$ cat src/hw/ccx_pkg.sv
package ccx_pkg;
  // ----------------------------------------------------------------
  // widths and field positions of the 14-bit instruction word
  // ----------------------------------------------------------------
  localparam int DataWidth   = 8;
  localparam int AddrWidth   = 7;
  localparam int PcWidth     = 13;
  localparam int LitWidth    = 11;
  localparam int InstrWidth  = 14;
  localparam int DestBit     = 7;
  localparam int LatchLoBit  = 3;
  localparam int LatchHiBit  = 4;
  localparam int RegCount    = 128;

  // ----------------------------------------------------------------
  // opcode patterns, compared against the upper instruction bits
  // ----------------------------------------------------------------
  localparam logic [5:0] OpClearGroup  = 6'h01;
  localparam logic [5:0] OpDecFile     = 6'h03;
  localparam logic [5:0] OpDecSkip     = 6'h0B;
  localparam logic [5:0] OpIncSkip     = 6'h0F;
  localparam logic [2:0] OpJump        = 3'h5;

  // ----------------------------------------------------------------
  // reset values and constants
  // ----------------------------------------------------------------
  localparam logic [DataWidth-1:0] ZeroData  = 8'h00;
  localparam logic [DataWidth-1:0] OneData   = 8'h01;
  localparam logic [PcWidth-1:0]   PcReset   = 13'h0000;
  localparam logic [InstrWidth-1:0] NopWord  = 14'h0000;

  // decoded operation class
  typedef enum logic [2:0] {
    OP_NONE       = 3'h0,
    OP_CLEAR_FILE = 3'h1,
    OP_CLEAR_WORK = 3'h2,
    OP_DEC_FILE   = 3'h3,
    OP_DEC_SKIP   = 3'h4,
    OP_INC_SKIP   = 3'h5,
    OP_JUMP       = 3'h6
  } ccx_op_type;

  // execution phase; gray codes along run -> flush
  typedef enum logic [0:0] {
    ST_RUN   = 1'b0,
    ST_FLUSH = 1'b1
  } ccx_state_type;

  // write request towards the file register array
  typedef struct packed {
    logic                 en;
    logic [AddrWidth-1:0] addr;
    logic [DataWidth-1:0] data;
  } ccx_fwrite_type;

  // status flag update
  typedef struct packed {
    logic en;
    logic value;
  } ccx_zflag_type;
endpackage : ccx_pkg

$ cat src/hw/ccx_exec.sv
`timescale 1ns/1ps
module ccx_exec
(
  input  wire logic                            clk_sys,
  input  wire logic                            rst,
  input  wire logic [ccx_pkg::InstrWidth-1:0]  instr,
  input  wire logic                            instrValid,
  input  wire logic [ccx_pkg::DataWidth-1:0]   pcHighLatch,
  input  wire logic                            zeroIn,
  output logic      [ccx_pkg::PcWidth-1:0]     pc,
  output logic      [ccx_pkg::DataWidth-1:0]   workReg,
  output logic                                 zeroFlag,
  output logic                                 flushNext,
  output ccx_pkg::ccx_fwrite_type              fileWrite,
  output logic      [ccx_pkg::DataWidth-1:0]   fileRdData
);
  import ccx_pkg::*;

  // ----------------------------------------------------------------
  // decode
  // ----------------------------------------------------------------
  function automatic ccx_op_type decodeOp(input logic [InstrWidth-1:0] w);
    ccx_op_type op;
    op = OP_NONE;
    if (w[13:11] == OpJump)
    begin
      op = OP_JUMP;
    end
    else if (w[13:8] == OpClearGroup)
    begin
      op = w[DestBit] ? OP_CLEAR_FILE : OP_CLEAR_WORK;
    end
    else if (w[13:8] == OpDecFile)
    begin
      op = OP_DEC_FILE;
    end
    else if (w[13:8] == OpDecSkip)
    begin
      op = OP_DEC_SKIP;
    end
    else if (w[13:8] == OpIncSkip)
    begin
      op = OP_INC_SKIP;
    end
    return op;
  endfunction : decodeOp

  // ----------------------------------------------------------------
  // two-stage pipe: the operand read is registered, so the instruction
  // is held one cycle and executed when its read data arrive
  // ----------------------------------------------------------------
  logic [InstrWidth-1:0] exInstr_q, exInstr_d;
  logic                  exValid_q, exValid_d;
  ccx_state_type         state_q, state_d;
  logic [PcWidth-1:0]    pc_q, pc_d;
  logic [DataWidth-1:0]  work_q, work_d;
  logic                  zero_q, zero_d;
  ccx_op_type            exOp;
  logic [DataWidth-1:0]  opData;
  logic [DataWidth-1:0]  result;
  logic                  exDest;
  ccx_fwrite_type        fw;
  logic                  skip;
  logic                  flush;

  ccx_file_ram #(.Depth(RegCount)) u_ram
  (
    .clk_sys (clk_sys),
    .rdAddr  (instr[AddrWidth-1:0]),
    .rdData  (opData),
    .wrReq   (fw)
  );

  assign exOp   = exValid_q ? decodeOp(exInstr_q) : OP_NONE;
  assign exDest = exInstr_q[DestBit];

  // arithmetic and destination steering
  always_comb
  begin
    result  = opData;
    work_d  = work_q;
    zero_d  = zeroIn ? 1'b1 : zero_q;
    fw      = '{en: 1'b0, addr: exInstr_q[AddrWidth-1:0], data: ZeroData};
    skip    = 1'b0;
    flush   = 1'b0;
    pc_d    = pc_q;
    unique case (exOp)
      OP_CLEAR_FILE:
      begin
        fw.en  = 1'b1;
        zero_d = 1'b1;
      end
      OP_CLEAR_WORK:
      begin
        work_d = ZeroData;
        zero_d = 1'b1;
      end
      OP_DEC_FILE, OP_DEC_SKIP:
      begin
        result = DataWidth'(opData - OneData);
      end
      OP_INC_SKIP:
      begin
        result = DataWidth'(opData + OneData);
      end
      OP_JUMP:
      begin
        pc_d  = {pcHighLatch[LatchHiBit:LatchLoBit],
                 exInstr_q[LitWidth-1:0]};
        flush = 1'b1;
      end
      default:
      begin
        result = opData;
      end
    endcase
    if (exOp == OP_DEC_FILE || exOp == OP_DEC_SKIP || exOp == OP_INC_SKIP)
    begin
      if (exDest)
      begin
        fw.en   = 1'b1;
        fw.data = result;
      end
      else
      begin
        work_d = result;
      end
      if (exOp == OP_DEC_FILE)
      begin
        zero_d = zeroIn || (result == ZeroData);
      end
      else
      begin
        skip  = (result == ZeroData);
        flush = skip;
      end
    end
    if (exOp != OP_JUMP && instrValid && !flush)
    begin
      pc_d = PcWidth'(pc_q + 13'h0001);
    end
  end

  // state and pipe next values; only the word behind a flush is dropped,
  // the bubble cycle itself still takes the word after it
  always_comb
  begin
    state_d   = flush ? ST_FLUSH : ST_RUN;
    exInstr_d = flush ? NopWord : instr;
    exValid_d = instrValid && !flush;
  end

  always_ff @(posedge clk_sys)
  begin
    if (rst)
    begin
      state_q   <= ST_RUN;
      exInstr_q <= NopWord;
      exValid_q <= 1'b0;
      pc_q      <= PcReset;
      work_q    <= ZeroData;
      zero_q    <= 1'b0;
    end
    else
    begin
      state_q   <= state_d;
      exInstr_q <= exInstr_d;
      exValid_q <= exValid_d;
      pc_q      <= pc_d;
      work_q    <= work_d;
      zero_q    <= zero_d;
    end
  end

  assign pc         = pc_q;
  assign workReg    = work_q;
  assign zeroFlag   = zero_q;
  assign flushNext  = flush;
  assign fileWrite  = fw;
  assign fileRdData = opData;
endmodule : ccx_exec

$ cat src/hw/ccx_file_ram.sv
`timescale 1ns/1ps
// ------------------------------------------------------------------
// file register array, registered read port
// ------------------------------------------------------------------
module ccx_file_ram
#(
  parameter int Depth = ccx_pkg::RegCount
)
(
  input  wire logic                           clk_sys,
  input  wire logic [ccx_pkg::AddrWidth-1:0]  rdAddr,
  output logic      [ccx_pkg::DataWidth-1:0]  rdData,
  input  wire ccx_pkg::ccx_fwrite_type        wrReq
);
  import ccx_pkg::*;

  logic [DataWidth-1:0] mem [Depth];

  // no reset on the array: contents are undefined until written
  always_ff @(posedge clk_sys)
  begin
    if (wrReq.en)
    begin
      mem[wrReq.addr] <= wrReq.data;
    end
    // write-first: back-to-back ops on one register must see the new value
    if (wrReq.en && wrReq.addr == rdAddr)
    begin
      rdData <= wrReq.data;
    end
    else
    begin
      rdData <= mem[rdAddr];
    end
  end
endmodule : ccx_file_ram

$ cat config.mk
export PLATFORM = sky130hd
export DESIGN_NAME = ccx_exec
export DESIGN_NICKNAME = d
export VERILOG_FILES = /design/src/hw/ccx_pkg.sv /design/src/hw/ccx_exec.sv /design/src/hw/ccx_file_ram.sv
export SDC_FILE = /design/constraint.sdc
export NUM_CORES = 1
export LEC_CHECK = 0
export BUFFER_PORTS_ARGS = -buffer_cell sky130_fd_sc_hd__buf_2
export CORE_ASPECT_RATIO = 0.7
export CORE_MARGIN = 5
export CORE_UTILIZATION = 33
export CTS_BUF_LIST = sky130_fd_sc_hd__clkbuf_16
export CTS_CLUSTER_DIAMETER = 200
export CTS_CLUSTER_SIZE = 25
export DETAILED_ROUTE_END_ITERATION = 16
export HOLD_SLACK_MARGIN = 0.03
export SYNTH_ARGS = -nofsm -noshare
export SYNTH_HDL_FRONTEND = slang
export SYNTH_SLANG_ARGS = --single-unit
export TNS_END_PERCENT = 50
$ cat constraint.sdc
create_clock -name clk_sys -period 10.9 [get_ports clk_sys]
set_clock_uncertainty 0.2 [all_clocks]
set_input_delay 2.18 -clock clk_sys [delete_from_list [all_inputs] [get_ports clk_sys]]
set_output_delay 2.18 -clock clk_sys [all_outputs]
set_load 0.01 [all_outputs]
### Word level (Yosys, flattened, before mapping)

Memory sizes are Yosys's and may differ from the RTL's. A register that Yosys moved wholly into a read port is not among the register bits.
Index checks and enable logic that the tools add are counted.

| storage, ports and cells | value |
|---|---|
| memories kept | 1 |
| bits in registers | 37 |
| RAM bits | 1,024 |
| input bits | 26 |
| word-level logic and storage cells | 60 |
| output and inout port bits | 47 |

Memory list:

| memory | depth | width | rd ports | clocked after Yosys merged registers in | write ports | RTL line | source |
|---|---|---|---|---|---|---|---|
| u_ram.mem | 128 | 8 | 1 | 1 | 1 | ccx_file_ram.sv:17 | `logic [DataWidth-1:0] mem [Depth];` |

| cells by class | value |
|---|---|
| add/sub/neg operators | 3 |
| equality and inequality tests | 12 |
| mux-type cells | 27 |
| reductions and logical operators | 12 |

Operators by type and width:

| kind | count |
|---|---|
| $mux 8 | 5 |
| $mux 13 | 2 |
| $mux 3 | 6 |
| $pmux 8 s2 | 1 |
| $add 13x1->13 const B | 1 |
| $eq 3x3->1 const B | 4 |
| $eq 6x4->1 const B | 2 |
| $mux 1 | 12 |
| $add 8x1->8 const B | 1 |
| $logic_not 8->1 | 1 |
| $sub 8x1->8 const B | 1 |
| $eq 3x2->1 const B | 2 |
| $eq 6x1->1 const B | 1 |
| $eq 6x2->1 const B | 1 |
| $reduce_or 2->1 | 3 |
| $eq 3x1->1 const B | 1 |
| $logic_and 1x1->1 | 3 |
| $logic_or 1x1->1 | 3 |
| $ne 3x3->1 const B | 1 |
| $mux 2 | 1 |
| $reduce_bool 2->1 | 1 |
| $logic_not 1->1 | 1 |

### Depth between registers and ports, before layout

| logic depth | value |
|---|---|
| word-level depth | 16 |
| mapped depth | 27 |
| mapped depth without buffers | 18 |

### Hierarchy

Synthesis repeated with hierarchy kept, for this count alone.

| unflattened totals | value |
|---|---|
| cells, all modules | 1,878 |
| area total of the unflattened synthesis | 41,644.9 um^2 |

By module, submodules not included:

| module | area each (um^2) | instances | cells an instance | seq. area each (um^2) |
|---|---|---|---|---|
| ccx_file_ram | 39,645.5 | 1 | 1,634 | 30,889.6 |
| ccx_exec | 1,999.4 | 1 | 244 | 740.7 |

### Worst setup path after synthesis

Ideal clock, no wire load.

| timing path | value |
|---|---|
| path type | register to output |
| from | register with a tool-made name |
| to | output port fileWrite[7] in the netlist's numbering |
| buffers on the path | 7 |
| path slack | 1,282 ps |
| required time | 8,520 ps |
| arrival | 7,238 ps |
| cell stages (with the launch flop) | 19 |
| path through | dfxtp_1 buf_4 buf_6 buf_6 buf_6 buf_2 buf_2 buf_2 mux4_2 mux2i_1 nand2_1 a32oi_1 nand4_1 ha_1 and4_1 nand3_1 o211ai_1 xnor3_1 nor2_1 |

RTL lines:

| item | RTL line | source |
|---|---|---|
| end, declared | ccx_exec.sv:14 | `output ccx_pkg::ccx_fwrite_type fileWrite,` |

==> impl_metrics.yaml <==
run_status:
  status: "complete, no violations"
die:
  core_um2: 127000
  ios: 73
  die_x_um: 437
  die_y_um: 309
  initial_utilization_pct: 33.3
  dieArea_um2: 135000
  num_rows: 109
synthesis:
  synth_area_per_cell_um2: 20.7
  yosys-top-cells-area: "edfxtp_1 73%, mux4_2 16%, dfxtp_1 2.1%"
  synth_top_cell_area_share_pct: 72.9
  syn_nets: 2078
  yosysWarnings: 0
  yosysMostFrequentCell: "edfxtp_1"
  async_reset_ff_share_pct: 0
  synth_cell_type_count: 62
  netlist_area_um2: 42200
  synth_edf_count: 1024
  ys_ff_latch: 1068
  synthFlopType: "edfxtp_1"
  seq_area_frac_synth_pct: 74.9
  synthCells: 2043
  synth_top_cell_by_area: "edfxtp_1"
  ys_top_cells_by_count: "1024 x edfxtp_1, 297 x mux4_2, 177 x nor2_1"
clock_network:
  cts_tree: "done"
  cts-htree-levels: 2
  numCtsBuffers: 48
  cts_sinks: 1068
  cts_resized: 0
  root_buffer: "clkbuf_16"
  clock_latency_ns: 0.65
  clockBufferDepth: 3
  clk_pin_slew_ns: 0.11
  cts_hold_buf: 0
  cts_setup_buffers: 0
global_routing:
  grt_usage_pct: 15.2
  grt_max_degree: 128
  grt_overflow: 0
  grt_pass1_vias: 20235
  busiest_layer: "met1"
  grt_use_met1_pct: 23.7
  grt_pass1_wl_um: 150000
  use_met3_pct: 3.38
  antenna_found_initial: 4
  met2_usage_pct: 22.2
run:
  drv_cap: 0
detailed_routing:
  via_per_inst: 5.46
  wl_per_cell_um: 27.7
  wl_um: 105000
  drtAntennaViolNets: 0
  drc: 0
  dr.pass1.iters: 6
  vias: 20660
  dr.first_iter.drc_count: 2629
placement:
  place_area_um2: 44500
  port_buffers: 66
  dp_hpwl_um: 67300
  globalplace.congestion: 0.866
sta:
  tightest_slew_ns: 1.17
  fin_setup_tns_ns: 0
  period_minus_slack_ns: 9.13
  fin_crit_sh_pct: 83.8
  relSlewSlack_pct: 21.6
  final_max_slew_viol_count: 0
  finalSetupViolations: 0
  max_freq_ghz: 0.109
  hold_ws_ns: 0.282
  rsz0062_at_grt: "false"
  hold_viol_final: 0
critical_path:
  critPathArrivalTime_ns: 6.75
  crit_path_max_fanout: 74
  crit_path_start_kind: "flip-flop"
  r2r-end: "u_ram.mem[96][5]$_DFFE_PP_"
  cp.required_ns: 8.52
  rr_worst_depth: 16
  r2r_setup_slack_ns: 3.99
  end_kind: "output port"
  crit_type: "flip-flop to output port"
power:
  p_leak_uw: 0.0116
  power_uw: 6750
  vdd_drop_max_uv: 99.8
  powerDensity_nw_per_um2: 147
cells_and_area:
  drive_gt1_share_pct: 23.1
  syn2layout_area_growth_pct: 8.77
  layout.nets: 2117
  design_area_um2: 45900
  utilization_pct: 36.2
  antenna_cells: 0
worst_hold_path:
  whs_path_depth: 2
  min-delay-start: "workReg[0]$_SDFF_PP0_"
  whs_endpoint: "workReg[0]$_SDFF_PP0_"
  hold_path_class: "flip-flop to flip-flop"
## final cells by class
cell class	instances	area, µm²
Sequential cell	1068	31600
Tap cell	1665	2080
Multi-Input combinational cell	849	10000
Inverter	13	48.8
Fill cell	11448	80800
Clock inverter	39	151
Timing Repair Buffer	102	713
Clock buffer	49	1230
## cells in the final DEF (no fill, tap or decap), types with 3 or more instances in the layout
master     synthesis  layout
buf_12             0       9
a21oi_1           23      23
inv_1             12      50
nand2b_1          12      12
or4_1              5       5
mux4_2           297     297
and3_1             7       6
or3_1             11      11
buf_2             35      66
and2_1            17      17
a22oi_1           17      17
a311oi_1           4       4
a211o_1            5       5
o21ai_0           12      12
nand3_1           35      35
nor4_1             3       3
nand4b_1           3       3
nor2_1           177     170
nand2_1           46      46
or2_2              3       3
nand4_1            8       8
dfxtp_1           44      39
a31oi_1            7       7
a21o_1             4       4
ha_1               8       8
nor2_4             0       7
nor2b_1           19      19
clkbuf_16          0      49
a211oi_1           5       5
nand3b_1           5       5
edfxtp_1        1024    1024
nor3_1            16      15
a311oi_2           5       5
nor3b_1            6       5
buf_4             12      27
o22ai_1            3       3
dfxtp_4            0       4
mux2_2             8       8
o21ai_2            4       4
mux2i_1           44      44
## worst max-delay path, cell delays in order (launching register included)
cell	delay, ns
dfxtp_4	0.56
buf_12	0.50
mux4_2	0.63
mux4_2	0.47
nor2_1	0.33
nor2_1	0.20
nor3_1	0.30
o21a_1	0.32
inv_1	0.12
ha_1	0.25
a21o_1	0.20
a21o_1	0.18
nand2_1	0.11
nor3_1	0.06
nor4_1	0.76
nand2_1	0.25
a211o_1	0.44
nand2_1	0.13
buf_2	0.17
## power breakdown
| part | internal [µW] | total [µW] | leakage, µW | switching, µW |
|---|---|---|---|---|
| registers | 4430 | 4450 | 0.00769 | 25.4 |
| clock network | 826 | 2060 | 0.000811 | 1240 |
| logic | 96.6 | 234 | 0.00305 | 137 |
| total | 5350 | 6750 | 0.0116 | 1400 |
## worst max-delay path by stage
stage | slack [ns] | end | startpoint | depth (start not counted)
after floorplan | 1.28 | fileWrite[7] | flip-flop | 18
after global placement | 2.44 | flushNext | flip-flop | 18
after detailed placement | 2.50 | flushNext | flip-flop | 18
after CTS | 1.79 | flushNext | flip-flop | 18
after global routing | 1.35 | flushNext | flip-flop | 18
final | 1.77 | flushNext | flip-flop | 18
## per-stage QoR
| stage | setup WS [ns] | instances |
|---|---|---|
| floorplan | 1.28 | 2043 |
| global placement | 2.44 | 3697 |
| detailed placement | 2.50 | 3697 |
| CTS | 1.79 | 3785 |
| global route | 1.35 | 3785 |
| finish | 1.77 | 3785 |
## registers in the layout (all words and copies together), names as in the netlist, named ones only
| name | flops |
|---|---|
| exInstr_q | 14 |
| exValid_q | 1 |
| pc | 13 |
| u_ram.mem | 1024 |
| workReg | 8 |
| zeroFlag | 1 |
## per-layer routing
layer | part of all wire [%] | vias to the layer above
met4 | 1.3 | 0
met5 | 0 | -
met1 | 45 | 11138
met3 | 9.7 | 100
met2 | 44 | 943
li1 | - | 8479
## kinds of logic (layout without fill, tap and decap cells)
kind of cell	after synthesis	count (layout)	synth area share [%]
XOR/XNOR	4	4	0.116
flip-flops	1068	1068	74.9
adder cells (fa/ha/maj)	9	9	0.285
buffers and inverters	126	203	1.44
AND/OR/NAND/NOR	378	378	4.23
multiplexers	350	350	17.2
AO/OA/AOI/OAI	108	108	1.84
No activity file was read; power rests on OpenSTA's default activity.
